**src/shared/hfa_pkg.sv**
```systemverilog
// Shared constants, types and timing counts of the converter host controller.
package hfa_pkg;

    localparam int CLK_NS = 8;

    // Timing figures in nanoseconds.
    localparam int ACQ_NS = 185;
    localparam int WAKE_NS = 360;
    localparam int WR_PULSE_NS = 250;
    localparam int RD_DELAY_NS = 250;
    localparam int READ_NS = 235;
    localparam int DONE_WAIT_NS = 1000;

    // Least times round up, the longest wait rounds down.
    localparam int ACQ_CYC = (ACQ_NS + CLK_NS - 1) / CLK_NS;
    localparam int WAKE_CYC = (WAKE_NS + CLK_NS - 1) / CLK_NS;
    localparam int WR_PULSE_CYC = (WR_PULSE_NS + CLK_NS - 1) / CLK_NS;
    localparam int RD_DELAY_CYC = (RD_DELAY_NS + CLK_NS - 1) / CLK_NS;
    localparam int READ_CYC = (READ_NS + CLK_NS - 1) / CLK_NS;
    localparam int DONE_WAIT_CYC = DONE_WAIT_NS / CLK_NS;
    localparam int CNT_W = 8;

    // Software register offsets.
    localparam logic [3:0] REG_CTRL = 4'h0;
    localparam logic [3:0] REG_STATUS = 4'h4;
    localparam logic [3:0] REG_RESULT = 4'h8;

    // Control register fields.
    localparam int CTRL_START = 0;
    localparam int CTRL_CHAN_LSB = 1;
    localparam int CTRL_MODE = 4;
    localparam int CTRL_EARLY = 5;
    localparam int CTRL_AWAKE = 6;
    localparam logic [1:0] OPT_INTERNAL = 2'h0;
    localparam logic [1:0] OPT_EARLY = 2'h1;
    localparam logic [1:0] OPT_PIPE = 2'h2;

    // Status register fields.
    localparam int STAT_BUSY = 0;
    localparam int STAT_VALID = 1;
    localparam int STAT_TIMEOUT = 2;
    localparam int STAT_PRIMED = 3;

    typedef struct packed {
        logic cs_n;
        logic rd_n;
        logic wr_n;
        logic mode;
        logic shutdown_n;
        logic [2:0] chan_addr;
    } hfa_pins_t;

endpackage : hfa_pkg

```
**src/hfa_sync.sv**
```systemverilog
// Three-stage synchroniser; a change counts once the last two stages agree.
module hfa_sync #(
    parameter logic INIT = 1'b1
) (
    // Clock and reset.
    input wire logic mclk,
    input wire logic rst_n,
    // Data.
    input wire logic din,
    output logic dout
);
    logic s1;
    logic s2;
    logic s3;

    always_ff @(posedge mclk or negedge rst_n) begin
        if (!rst_n) begin
            s1 <= INIT;
            s2 <= INIT;
            s3 <= INIT;
            dout <= INIT;
        end else begin
            s1 <= din;
            s2 <= s1;
            s3 <= s2;
            if (s2 == s3) begin
                dout <= s3;
            end
        end
    end

endmodule : hfa_sync

```
**src/hfa_host.sv**
```systemverilog
// Host controller that drives the half-flash converter through its pins.
module hfa_host (
    // Clock and reset.
    input wire logic mclk,
    input wire logic rst_n,
    // Software register port.
    input wire logic [3:0] sw_addr,
    input wire logic [7:0] sw_wdata,
    input wire logic sw_wr,
    input wire logic sw_rd,
    output logic [7:0] sw_rdata,
    // Converter control pins.
    output hfa_pkg::hfa_pins_t pins,
    output logic wr_rdy_o,
    output logic wr_rdy_oe,
    input wire logic wr_rdy_i,
    // Converter status and data pins.
    input wire logic done_n,
    input wire logic [7:0] result_bus
);
    typedef enum {
        ST_IDLE, ST_WAKE, ST_SETUP, ST_RD_LOW, ST_WR_LOW, ST_GAP, ST_WAIT_DONE,
        ST_READ, ST_RELEASE, ST_ACQ
    } hfa_state_t;

    hfa_state_t state;
    hfa_state_t next_state;
    logic [hfa_pkg::CNT_W-1:0] cnt;
    logic [hfa_pkg::CNT_W-1:0] next_cnt;
    logic [7:0] ctrl;
    logic [7:0] result;
    logic valid;
    logic timeout;
    logic primed;
    logic done_s;
    logic rdy_s;

    // Pin inputs from outside the clock domain.
    hfa_sync #(.INIT(1'b1)) u_sync_done (
        .mclk(mclk),
        .rst_n(rst_n),
        .din(done_n),
        .dout(done_s)
    );
    hfa_sync #(.INIT(1'b1)) u_sync_rdy (
        .mclk(mclk),
        .rst_n(rst_n),
        .din(wr_rdy_i),
        .dout(rdy_s)
    );

    wire logic wr_ctrl = sw_wr && (sw_addr == hfa_pkg::REG_CTRL);
    wire logic start_req = wr_ctrl && sw_wdata[hfa_pkg::CTRL_START] && (state == ST_IDLE);
    wire logic mode_wr = ctrl[hfa_pkg::CTRL_MODE];
    wire logic [1:0] opt = ctrl[hfa_pkg::CTRL_EARLY +: 2];
    wire logic awake = ctrl[hfa_pkg::CTRL_AWAKE];
    wire logic [2:0] chan = ctrl[hfa_pkg::CTRL_CHAN_LSB +: 3];
    wire logic cnt_zero = (cnt == '0);
    wire logic done_low = !done_s;
    // In read mode the ready line is a status wait; conversion done also ends it.
    wire logic rd_ready = done_low || (rdy_s && cnt_zero);
    wire logic [7:0] status = {4'h0, primed, timeout, valid, (state != ST_IDLE)};
    wire logic [7:0] next_rdata = (sw_addr == hfa_pkg::REG_CTRL) ? ctrl :
        (sw_addr == hfa_pkg::REG_STATUS) ? status :
        (sw_addr == hfa_pkg::REG_RESULT) ? result : 8'h00;

    function automatic logic [hfa_pkg::CNT_W-1:0] cyc(input int n);
        cyc = hfa_pkg::CNT_W'(n);
    endfunction : cyc

    always_comb begin
        next_state = state;
        next_cnt = cnt_zero ? cnt : cnt - 1'b1;
        unique case (state)
            ST_IDLE: begin
                if (start_req) begin
                    // Address settles an acquisition window before the strobe.
                    next_state = awake ? ST_SETUP : ST_WAKE;
                    next_cnt = awake ? cyc(hfa_pkg::ACQ_CYC) : cyc(hfa_pkg::WAKE_CYC);
                end
            end
            ST_WAKE: begin
                if (cnt_zero) begin
                    next_state = ST_SETUP;
                    next_cnt = cyc(hfa_pkg::ACQ_CYC);
                end
            end
            ST_SETUP: begin
                if (cnt_zero) begin
                    next_state = mode_wr ? ST_WR_LOW : ST_RD_LOW;
                    next_cnt = mode_wr ? cyc(hfa_pkg::WR_PULSE_CYC) : cyc(hfa_pkg::WAKE_CYC);
                end
            end
            ST_RD_LOW: begin
                // Read mode: the count masks ready until the converter has pulled it low.
                if (rd_ready) begin
                    next_state = ST_READ;
                    next_cnt = cyc(hfa_pkg::READ_CYC);
                end
            end
            ST_WR_LOW: begin
                if (cnt_zero) begin
                    if (opt == hfa_pkg::OPT_PIPE) begin
                        next_state = ST_RELEASE;
                    end else begin
                        next_state = (opt == hfa_pkg::OPT_EARLY) ? ST_GAP : ST_WAIT_DONE;
                        next_cnt = (opt == hfa_pkg::OPT_EARLY) ? cyc(hfa_pkg::RD_DELAY_CYC)
                            : cyc(hfa_pkg::DONE_WAIT_CYC);
                    end
                end
            end
            ST_GAP: begin
                if (cnt_zero) begin
                    next_state = ST_READ;
                    next_cnt = cyc(hfa_pkg::READ_CYC);
                end
            end
            ST_WAIT_DONE: begin
                if (done_low || cnt_zero) begin
                    next_state = ST_READ;
                    next_cnt = cyc(hfa_pkg::READ_CYC);
                end
            end
            ST_READ: begin
                if (cnt_zero) begin
                    next_state = ST_RELEASE;
                end
            end
            ST_RELEASE: begin
                next_state = ST_ACQ;
                next_cnt = cyc(hfa_pkg::ACQ_CYC);
            end
            ST_ACQ: begin
                if (cnt_zero) begin
                    next_state = ST_IDLE;
                end
            end
        endcase
    end

    // Strobes per state; pipelined mode drives both strobes as one.
    wire logic next_rd_low = (state == ST_RD_LOW) || (state == ST_READ)
        || ((state == ST_WR_LOW) && (opt == hfa_pkg::OPT_PIPE));
    wire logic next_wr_low = (state == ST_WR_LOW);
    // Select leads the strobes by a cycle and trails them by one, so no strobe edge is
    // ever seen with select high; it also stays low while a write-read result is awaited.
    wire logic next_cs_hold = ((state == ST_SETUP) && cnt_zero) || (state == ST_GAP)
        || (state == ST_WAIT_DONE) || (state == ST_RELEASE);
    wire logic next_cs_low = next_rd_low || next_wr_low || next_cs_hold;
    wire logic sample_now = (state == ST_READ) && cnt_zero;
    wire logic pipe_sample = (state == ST_WR_LOW) && (opt == hfa_pkg::OPT_PIPE) && cnt_zero;

    always_ff @(posedge mclk or negedge rst_n) begin
        if (!rst_n) begin
            state <= ST_IDLE;
            cnt <= '0;
        end else begin
            state <= next_state;
            cnt <= next_cnt;
        end
    end

    always_ff @(posedge mclk or negedge rst_n) begin
        if (!rst_n) begin
            pins <= '{cs_n: 1'b1, rd_n: 1'b1, wr_n: 1'b1, mode: 1'b0,
                shutdown_n: 1'b0, chan_addr: 3'h0};
            sw_rdata <= 8'h00;
        end else begin
            pins.cs_n <= !next_cs_low;
            pins.rd_n <= !next_rd_low;
            pins.wr_n <= !next_wr_low;
            pins.mode <= mode_wr;
            pins.shutdown_n <= awake || (state != ST_IDLE) || start_req;
            pins.chan_addr <= chan;
            sw_rdata <= sw_rd ? next_rdata : 8'h00;
        end
    end

    // The host never drives the ready line in read mode; in write-read it is our strobe.
    always_ff @(posedge mclk or negedge rst_n) begin
        if (!rst_n) begin
            wr_rdy_o <= 1'b1;
            wr_rdy_oe <= 1'b0;
        end else begin
            wr_rdy_o <= !next_wr_low;
            wr_rdy_oe <= mode_wr;
        end
    end

    always_ff @(posedge mclk or negedge rst_n) begin
        if (!rst_n) begin
            ctrl <= 8'h00;
            result <= 8'h00;
            valid <= 1'b0;
            timeout <= 1'b0;
            primed <= 1'b0;
        end else begin
            if (wr_ctrl) begin
                ctrl <= {sw_wdata[7:1], 1'b0};
            end
            // First result after reset only primes the converter.
            if (sample_now || pipe_sample) begin
                result <= result_bus;
                primed <= 1'b1;
                valid <= primed;
            end else if (sw_rd && (sw_addr == hfa_pkg::REG_RESULT)) begin
                valid <= 1'b0;
            end
            if ((state == ST_WAIT_DONE) && cnt_zero && !done_low) begin
                timeout <= 1'b1;
            end else if (start_req) begin
                timeout <= 1'b0;
            end
        end
    end

endmodule : hfa_host

```
**config.mk**
```make
export PLATFORM = sky130hd
export DESIGN_NAME = hfa_host
export DESIGN_NICKNAME = d
export VERILOG_FILES = /design/src/shared/hfa_pkg.sv /design/src/hfa_sync.sv /design/src/hfa_host.sv
export SDC_FILE = /design/constraint.sdc
export NUM_CORES = 1
export LEC_CHECK = 0
export BUFFER_PORTS_ARGS = -buffer_cell sky130_fd_sc_hd__buf_2
export CELL_PAD_IN_SITES_DETAIL_PLACEMENT = 0
export CELL_PAD_IN_SITES_GLOBAL_PLACEMENT = 1
export CORE_UTILIZATION = 30
export CTS_BUF_LIST = sky130_fd_sc_hd__clkbuf_8 sky130_fd_sc_hd__clkbuf_16
export CTS_CLUSTER_DIAMETER = 80
export DETAILED_ROUTE_END_ITERATION = 7
export PLACE_DENSITY_LB_ADDON = 0.1
export SYNTH_ARGS = -nofsm -noshare
export SYNTH_HDL_FRONTEND = slang
export SYNTH_SLANG_ARGS = --single-unit
```
**constraint.sdc**
```tcl
create_clock -name mclk -period 4.1 [get_ports mclk]
set_input_delay 0.615 -clock mclk [delete_from_list [all_inputs] [get_ports mclk]]
set_output_delay 0.615 -clock mclk [all_outputs]
set_load 0.02 [all_outputs]
```
### After elaboration in Yosys (flattened, before gate mapping)

Cells that the tools add are included.

* logic and storage cells: 124
* output and inout port bits: 18
* bits in registers: 82
* bits of input ports: 26

* equality and inequality tests: 31
* reduce and logical (&&, ||, !) cells: 35
* $add $sub $neg: 1
* muxes and demuxes: 35

Operators by type and width (number)
* $pmux W32 S10: 1
* $mux W32: 9
* $eq A32 B3 Y1 const B: 6
* $eq A32 B4 Y1 const B: 6
* $mux W8: 13
* $eq A32 B2 Y1 const B: 2
* $logic_not A32 Y1: 2
* $pmux W8 S8: 1
* $eq A32 B1 Y1 const B: 1
* $eq A32 B5 Y1 const B: 1
* $reduce_bool A32 Y1: 1
* $ne A2 B2 Y1 const B: 9
* $logic_or A1 B1 Y1: 12
* $logic_and A1 B1 Y1: 11
* $reduce_and A9 Y1: 1
* $logic_not A8 Y1: 1
* $mux W4: 2
* $sub A8 B1 Y8 const B: 1
* $mux W7: 1
* $mux W6: 1
* $eq A4 B3 Y1 const B: 1
* $eq A4 B4 Y1 const B: 1
* $logic_not A1 Y1: 4
* $logic_not A4 Y1: 1
* 7 further kinds: 13

### Longest topological paths before layout

Gate-level depths: netlist of the first run.

* depth in word-level cells: 7
* mapped depth: 13
* mapped depth without buffers: 11

### Modules after synthesis

A second synthesis of the first run with hierarchy kept.

* cells, all modules: 284
* area total of the unflattened synthesis: 2916.5 sq um

By module, submodules not included
* hfa_host: seq. area each 1154.9 sq um, area each 2683.8 sq um, cells an instance 274, instances 1
* hfa_sync: seq. area each 105.1 sq um, area each 116.4 sq um, cells an instance 5, instances 2

### Worst setup path after synthesis of the first run

OpenSTA, ideal clock, no wires.

* path kind: reg2reg
* start point: register cnt[0] (netlist name)
* end point: register cnt[0] (netlist name)
* data required time: 3.971 ns
* path buffers: 2
* library setup time: 0.129 ns
* path slack: 1.571 ns
* data arrival time: 2.400 ns
* period minus slack after synthesis: 2.529 ns
* cell stages (with the launch flop): 14
* cells stage by stage: dfrtp_1 -> inv_1 -> ha_1 -> nor4b_4 -> and2_1 -> buf_6 -> inv_4 -> clkbuf_1 -> ha_1 -> mux2_2 -> o22ai_1 -> nand2_1 -> nand2_1 -> a2111o_1

* word-level cells in the longest chain between the ends: 5
* elaborated cells between the ends (all ways): 15
* classes of those cells: add/sub (1); mux (10); reduce/logical (4)

Ends and longest elaborated chain
* from (decl): RTL line hfa_host.sv:28 `logic [hfa_pkg::CNT_W-1:0] cnt;`
* from (signal assigned): RTL line hfa_host.sv:159 `cnt <= next_cnt;`
* $sub A8 B1 Y8 / $logic_not A8 Y1 (equally long branches): RTL line hfa_host.sv:73, hfa_host.sv:58
* $mux W8 / $logic_and A1 B1 Y1 (equally long branches): RTL line hfa_host.sv:73, hfa_host.sv:61
* $mux W8 / $logic_or A1 B1 Y1 (equally long branches): RTL line hfa_host.sv:103, hfa_host.sv:61
* $mux W8 (on tied branches): RTL line hfa_host.sv:102, hfa_host.sv:96
* $pmux W8 S8 (*): RTL line hfa_host.sv:74 `unique case (state)`
* via next_cnt, one bit: RTL line hfa_host.sv:29 `logic [hfa_pkg::CNT_W-1:0] next_cnt;`

The timed path passes the listed nets; every way through them passes the cells marked *.
A chain may end at the register's enable or synchronous reset.

### Worst setup path after layout of the first run

* start point: register cnt[1] (netlist name)
* end point: register cnt[0] (netlist name)

* word-level cells in the longest chain between the ends: 5
* elaborated cells between the ends (all ways): 14
* classes of those cells: mux (10); reduce/logical (4)

Ends and longest elaborated chain
* $logic_not A8 Y1 (*): RTL line hfa_host.sv:58 `wire logic cnt_zero = (cnt == '0);`
* $mux W8 / $logic_and A1 B1 Y1 (equally long branches): RTL line hfa_host.sv:73, hfa_host.sv:61
* $mux W8 / $logic_or A1 B1 Y1 (equally long branches): RTL line hfa_host.sv:103, hfa_host.sv:61
* $mux W8 (on tied branches): RTL line hfa_host.sv:102, hfa_host.sv:96
* $pmux W8 S8 (*): RTL line hfa_host.sv:74
* via next_cnt, one bit: RTL line hfa_host.sv:29

Marks and branches as above.

==> metrics.md, run 1 <==
| Metric | Value |
|---|---|
| Run status | finished, final reports clean |
| Period minus WS final | between 2000 and 3000 ps |
| Post-synth EDFFs | 0 |
| IO Port Bufs | 43 |
| # fillers | around 1100 |
| CP Class | reg2reg |
| Pre-antenna DRT Iters | 4 |
| DR iter-0 viols | 180 |
| Worst Hold Class | in2async |
| Pre-CTS WS | roughly 1300 ps |
| Setup Viol. Count Final | 0 |
| Skew-Pair Late Insertion Delay | roughly 320 ps |
| Via count | 2423 |
| Max-slew headroom | 0.455 |
| Core ar. | 0.00973 sq mm |
| Worst-case vdd ir drop | approximately 0.24 mV |
| P&R area growth vs syn | 14.0% |
| Max Root-Sink Buffers | 2 |
| DIE AREA | between 0.01 and 0.015 sq mm |
| Register bit total from synthesis | 54 |
| CTS tree | yes |
| Global route total overflow | 0 |
| Vias in the first global route | between 2000 and 2500 |
| Vert. Die Dim | 102 microns |
| CP Cell Sequence | inv_1 > ha_1 > nor4b_4 > and2_1 > inv_4 > ha_1 > mux2_2 > o22ai_1 > nand2_1 > nand2_1 > a2111o_1 |
| Post-CTS Setup Bufs | 0 |
| Final Skew | 15.1 ps |
| Pin slew with the least headroom to its limit | 817 ps |
| Avg Cell Area, Syn | 9.93 sq um |
| Main synth FF type | dfrtp_1 |
| Remaining DRCs | 0 |
| All-Layer GR Usage | 0.160 |
| Mapped cell area | 0.00299 sq mm |
| Seq/Total Area, Yosys | 0.456 |
| First-pass GRT wire length | between 10 and 15 mm |
| RSZ-0062 raised after global routing | no |
| Clock Sinks | 54 |
| Worst R2R Setup Slack | about 1300 ps |
| Syn. warnings | 0 |
| Sequential Area | 0.00137 sq mm |
| Slowest-stage cell, CP | and2_1 |
| Final setup margin | around 1300 ps |
| Top delay family on crit path | simple AND/OR/NAND/NOR gates |
| Max Slew Vio Count | 0 |
| Post-DRT Antenna Nets | 0 |
| Layout cell share with drive strength beyond 1 | 0.272 |
| H-tree levels | 2 |
| Post_cts resized | 0 |
| Largest net degree at the start of global routing | 39 |
| Synth Net Count | ~330 |
| Unique masters post-synth | 59 |
| Max Cap Viol | 0 |
| Starting density of the core | 0.307 |
| Std-Cell Rows | 36 |
| Reg clk slew, reported paths | 120 ps |
| Critical Path RT | about 4300 ps |
| CP max FO | 16 |
| Nature of the critical path startpoint | flip-flop |
| Synth area leaders | dfrtp_1, dfstp_2, mux2_2 |
| Final Hold Vio Count | 0 |
| CP Depth | 11 |
| PD cells | between 600 and 700 mW/mm^2 |
| Die Wd | 102 microns |
| CTS root buf | clkbuf_8 |
| Footprint of the multi-input gates | 0.00147 sq mm |
| FF-to-FF path depth | 11 |
| Slowest stage delay, CP | 440 ps |
| I/O pin total | 44 |
| Gp weighted congestion | 0.833 |
| Synth area leader | dfrtp_1 |
| Top-count cell post-synth | dfrtp_1 |
| Critical Path Sink Type | flip-flop |
| Initial antenna violation count | 0 |
| Tcrit/Tclk final | 0.693 |
| List of most frequent post-synthesis cells | dfrtp_1, nor2_1, a21oi_1 |
| Post-layout nets | around 370 |
| WP buf/inv | 2 |
| Synth async-reset ratio | 1.00 |
| Leakage | 0.00153 uW |
| Diodes inserted | 0 |
| Vias per Instance | between 5 and 6 |
| Post-synth top area share | 0.360 |
| CTS Buf Count | 5 |
| Setup TNS | 0 ps |
| # hold bufs at CTS | 0 |
| F_max | 0.352 GHz |
| WL per Instance | 16.6 microns |
| Final WL | 7.78 mm |
| DP Wirelength | 5.52 mm |
| Worst EP arrival | 3040 ps |
| Syn Inst Count | about 300 |
-- registers in the layout, indices dropped and copies added, names as in the netlist, 4 cells and up --
| signal | flops |
|---|---|
| pins | 6 |
| cnt | 8 |
| result | 8 |
| sw_rdata | 8 |
| ctrl | 7 |
| state | 4 |
-- cell families (layout without fill, tap and decap cells) --
logic type | Yosys count | count (layout) | share of synthesized area
AO/OA/AOI/OAI | 79 | 79 | 0.174
XOR/XNOR | 4 | 4 | 0.0117
adder cells (fa/ha/maj) | 7 | 7 | 0.0276
buffers and inverters | 35 | 69 | 0.0523
flip-flops | 54 | 54 | 0.456
multiplexers | 28 | 28 | 0.110
AND/OR/NAND/NOR | 94 | 94 | 0.168
-- per-layer routing --
layer  routed length (microns)  vias to the layer above  GRT usage  share of wire
met1                      3610                     1195      0.223           0.46
met3                       354                       11     0.0253          0.046
met2                      3720                       69      0.259           0.48
li1                          -                     1148          -              -
met5                         0                        -          0              0
met4                        99                        0     0.0440          0.013
-- cells in the final DEF (no fill, tap or decap), types with 8 or more instances in the layout --
| master | netlist | layout |
|---|---|---|
| mux2i_1 | 10 | 10 |
| dfstp_2 | 11 | 11 |
| nand2b_1 | 8 | 8 |
| o21ai_0 | 18 | 18 |
| buf_2 | 0 | 43 |
| mux2_2 | 11 | 11 |
| nand2_1 | 17 | 17 |
| dfrtp_1 | 43 | 43 |
| a21oi_1 | 21 | 21 |
| inv_1 | 13 | 13 |
| nor2_1 | 29 | 29 |
-- power by group --
| part | internal (uW) | switching, uW | total [uW] |
|---|---|---|---|
| registers | 698 | 186 | 884 |
| clock network | 183 | 190 | 373 |
| logic | 490 | 615 | 1110 |
-- through the flow --
step	util	hold slack [ps]	cells	power (uW)	instance area, sq um
6_report	0.350	215	468	2360	3410
5_1_grt	0.350	248	468	2550	3410
2_1_floorplan	-	319	301	1700	2990
4_1_cts	0.350	235	468	2380	3410
3_3_place_gp	0.339	347	460	2020	3300
3_5_place_dp	0.339	349	460	1990	3300
-- layout make-up --
type                    instances  area share
clock buffers                   5      0.0202
clock inverters                 3      0.0125
inverters                      15      0.0173
multi-input cells             212       0.431
flip-flops and latches         54       0.401
well taps                     133      0.0488
repair buffers                 46      0.0698
-- path summary, 6_finish.rpt --
check,start,to
worst max register to register,cnt[1],cnt[0]
worst max-delay path,cnt[1],cnt[0]
worst min-delay path,rst_n,cnt[1]
max in group asynchronous,rst_n,u_sync_done.s3
worst min register to register,u_sync_rdy.s1,u_sync_rdy.s2
min in group mclk,u_sync_rdy.s1,u_sync_rdy.s2
No activity file was read; power rests on OpenSTA's default activity.
==> run 2: changes to the inputs <==
--- a/config.mk
+++ b/config.mk
@@ -5,6 +5,7 @@
 export SDC_FILE = /design/constraint.sdc
 export NUM_CORES = 1
 export LEC_CHECK = 0
+export ABC_AREA = 1
 export BUFFER_PORTS_ARGS = -buffer_cell sky130_fd_sc_hd__buf_2
 export CELL_PAD_IN_SITES_DETAIL_PLACEMENT = 0
 export CELL_PAD_IN_SITES_GLOBAL_PLACEMENT = 1
==> constraint.sdc (replaced) <==
create_clock -name mclk -period 2.9 [get_ports mclk]
set_input_delay 0.435 -clock mclk [delete_from_list [all_inputs] [get_ports mclk]]
set_output_delay 0.435 -clock mclk [all_outputs]
set_load 0.02 [all_outputs]
==> metrics.md, run 2 <==
| Metric | Value |
|---|---|
| DIE AREA | 0.0104 sq mm (-0.21%) |
| Reg clk slew, reported paths | 110 ps (about the same) |
| Final Skew | 20.7 ps (+5.59 ps) |
| Final core occ | 0.353 (+0.00228) |
| Largest net degree at the start of global routing | 30 (-23%) |
| Synth area leaders | dfrtp_1, nand2_1, dfstp_2 |
| Sequential Area | 0.00137 sq mm (unchanged) |
| P&R area growth vs syn | 14.4% |
| Top cell by count, worst path | nand2_1 |
| Setup Viol. Count Final | 0 (unchanged) |
| Nature of the critical path startpoint | flip-flop |
| H-tree levels | 2 (unchanged) |
| Synth area leader | dfrtp_1 |
| P_sw | 1580 uW (+59%) |
| Via count | 2645 (+9.2%) |
| All-Layer GR Usage | 0.178 (+0.0173) |
| Layout cell share with drive strength beyond 1 | 0.192 (-0.0794) |
| Worst EP arrival | 2200 ps (-840 ps) |
| CP Cell Sequence | inv_1 > ha_1 > nand2_1 > inv_1 > nand2_1 > ha_1 > inv_1 > o21ai_0 > nand2_1 > nand2_1 > o211ai_1 > a21oi_1 > nand2_1 |
| P_int | 1680 uW (+23%) |
| Pin slew with the least headroom to its limit | 613 ps (-204 ps) |
| I/O pin total | 44 (unchanged) |
| Top delay family on crit path | adder cells |
| Avg Cell Area, Syn | 7.61 sq um (-23%) |
| Seq/Total Area, Yosys | 0.457 (+0.000957) |
| Syn. warnings | 0 (unchanged) |
| CP Class | reg2reg |
| Slowest-stage cell, CP | dfrtp_1 |
| Period minus WS final | 1990 ps (-852 ps) |
| # fillers | 1082 (+2.5%) |
| CTS root buf | clkbuf_8 |
| Max Slew Vio Count | 0 (unchanged) |
| Mapped cell area | 0.00298 sq mm (-0.21%) |
| Vias in the first global route | 2601 (+11%) |
| Critical Path RT | 3110 ps (-1190 ps) |
| Footprint of the multi-input gates | 0.00135 sq mm (-7.8%) |
| DP Wirelength | 6.49 mm (+18%) |
| Die Wd | 102 microns (-0.10%) |
| Core ar. | 0.00968 sq mm (-0.46%) |
| Post-DRT Antenna Nets | 0 (unchanged) |
| Diodes inserted | 0 (unchanged) |
| Synth async-reset ratio | 1.00 (unchanged) |
| Max-slew headroom | 0.591 (+0.136) |
| Starting density of the core | 0.308 (+0.000784) |
| Vias per Instance | 4.64 (-10%) |
| Post-layout nets | 467 (+28%) |
| Worst Hold Class | in2async |
| Top-count cell post-synth | nand2_1 |
| List of most frequent post-synthesis cells | nand2_1, inv_1, dfrtp_1 |
| Largest regs | cnt: 8 flops, result: 8 flops, sw_rdata: 8 flops |
| Global route total overflow | 0 (unchanged) |
| Run status | finished, final reports clean |
| WL per Instance | 14.8 microns (-11%) |
| Worst setup startpoint | cnt[0] |
| Max Root-Sink Buffers | 2 (unchanged) |
| Worst-case vdd ir drop | 0.275 mV (+13%) |
| Synth Area in XOR/XNOR | 0 (-0.0117) |
| CTS Buf Count | 5 (unchanged) |
| PD cells | 955 mW/mm^2 (+38%) |
| Post_cts resized | 0 (unchanged) |
| Main combinational cell family by area after synthesis | simple AND/OR/NAND/NOR gates |
| Critical Path Sink Type | flip-flop |
| Post-synth top area share | 0.361 (+0.000754) |
| Mux contribution to synthesized area | 0 (-0.110) |
| IO Port Bufs | 43 (unchanged) |
| Main synth FF type | dfrtp_1 |
| Final Hold Vio Count | 0 (unchanged) |
| Worst R2R Setup Slack | 910 ps (-350 ps) |
| F_max | 0.502 GHz (+43%) |
| Compound-gate portion of the synthesized area | 0.109 (-0.0655) |
| Worst r2r src | cnt[0] |
| CP max FO | 5 (-11) |
| Initial antenna violation count | 0 (unchanged) |
| Slowest stage delay, CP | 400 ps (-40 ps) |
| DR iter-0 viols | 146 (-19%) |
| WP buf/inv | 3 (+1) |
| Share of power burned in registers | 0.343 (-0.031) |
| Pre-antenna DRT Iters | 4 (unchanged) |
| Unique masters post-synth | 36 (-39%) |
| Syn Inst Count | 392 (+30%) |
| Vert. Die Dim | 102 microns (-0.10%) |
| Register bit total from synthesis | 54 (unchanged) |
| Post-CTS Setup Bufs | 0 (unchanged) |
| Clock Sinks | 54 (unchanged) |
| RSZ-0062 raised after global routing | no |
| Synth Net Count | 423 (+27%) |
| Skew-Pair Late Insertion Delay | 310 ps (about the same) |
| Adder-cell share of the synthesized area | 0.0277 (+0.0000579) |
| Gate power share | 0.524 (+0.056) |
| Gp weighted congestion | 0.824 (-1.0%) |
| Remaining DRCs | 0 (unchanged) |
| Max Cap Viol | 0 (unchanged) |
| Clock share of power | 0.133 (-0.025) |
| Simple-gate area share of the yosys netlist | 0.317 (+0.150) |
| Total Power | 3260 uW (+38%) |
| CTS tree | yes |
| Tcrit/Tclk final | 0.686 (-0.00683) |
| Commonest non-fill, non-tap cell in the layout | nand2_1 |
| # hold bufs at CTS | 0 (unchanged) |
| Most frequent cells in the layout | nand2_1, inv_1, dfrtp_1, buf_2, nand3_1 |
| Net Sw Frac | 0.484 (+0.0642) |
| Final WL | 8.43 mm (+8.3%) |
| Setup TNS | 0 ps (unchanged) |
| Post-synth EDFFs | 0 (unchanged) |
| Std-Cell Rows | 36 (unchanged) |
| Leakage | 0.00178 uW (+17%) |
| First-pass GRT wire length | 13.8 mm (+10%) |
-- run 2: cell types whose count changed after synthesis, sizes merged, moves of 10 or more --
cell	change
nand2	+110
inv	+40
nand3	+36
mux2	-18
clkbuf	-14
mux2i	-10
-- run 2: cell families (layout without fill, tap and decap cells) --
group,Yosys count,count (layout)
and+or+nand+nor,214,214
adders and majority gates,7,7
AOI/OAI and AO/OA,54,54
DFF,54,54
buffers and inverters,63,108
-- run 2: worst paths after layout --
check	to	cells after the start
setup / recovery	cnt[0]	13
hold / removal	cnt[4]	1
setup reg to reg	cnt[0]	13
hold reg to reg	u_sync_done.s2	0
max in group asynchronous	u_sync_done.dout	2
min in group mclk	u_sync_done.s1	1
-- run 2: area by class of cell --
type	count	share of cell area
Clock inverter	3	0.00586
Tap cell	133	0.0487
Timing Repair Buffer	46	0.0696
Multi-Input combinational cell	275	0.396
Clock buffer	5	0.0202
Inverter	54	0.0594
Sequential cell	54	0.400
-- run 2: worst register-to-register path: cells and delay by family (launching register included) --
| kind | cells | cell delay (ps) |
|---|---|---|
| compound gates | 3 | 400 |
| fa+ha+maj | 2 | 510 |
| buf+inv | 3 | 210 |
| flops | 1 | 400 |
| simple gates | 5 | 360 |
-- run 2: stage by stage --
stage	instances	instance area (sq um)	hold WS [ps]	worst slack, ps
floorplan	392	2980	139	896
global placement	562	3330	347	999
detailed placement	562	3330	350	944
CTS	570	3410	148	925
global route	570	3410	163	647
finish	570	3410	114	909
-- run 2: layer usage --
layer / wire length [microns] / up-vias / GRT usage
met2: 4090 / 51 / 0.293
met5: 0 / - / 0
met4: 78 / 0 / 0.0435
li1: - / 1354 / -
met3: 258 / 6 / 0.0283
met1: 4000 / 1234 / 0.243
-- run 2: power groups by stage --
stage	Sequential (uW)	Clock (uW)	Combinational (uW)
2_1_floorplan	1140	0	1210
3_3_place_gp	1140	0	1740
3_5_place_dp	1130	0	1720
4_1_cts	1120	449	1730
5_1_grt	1150	484	1930
6_report	1120	433	1710
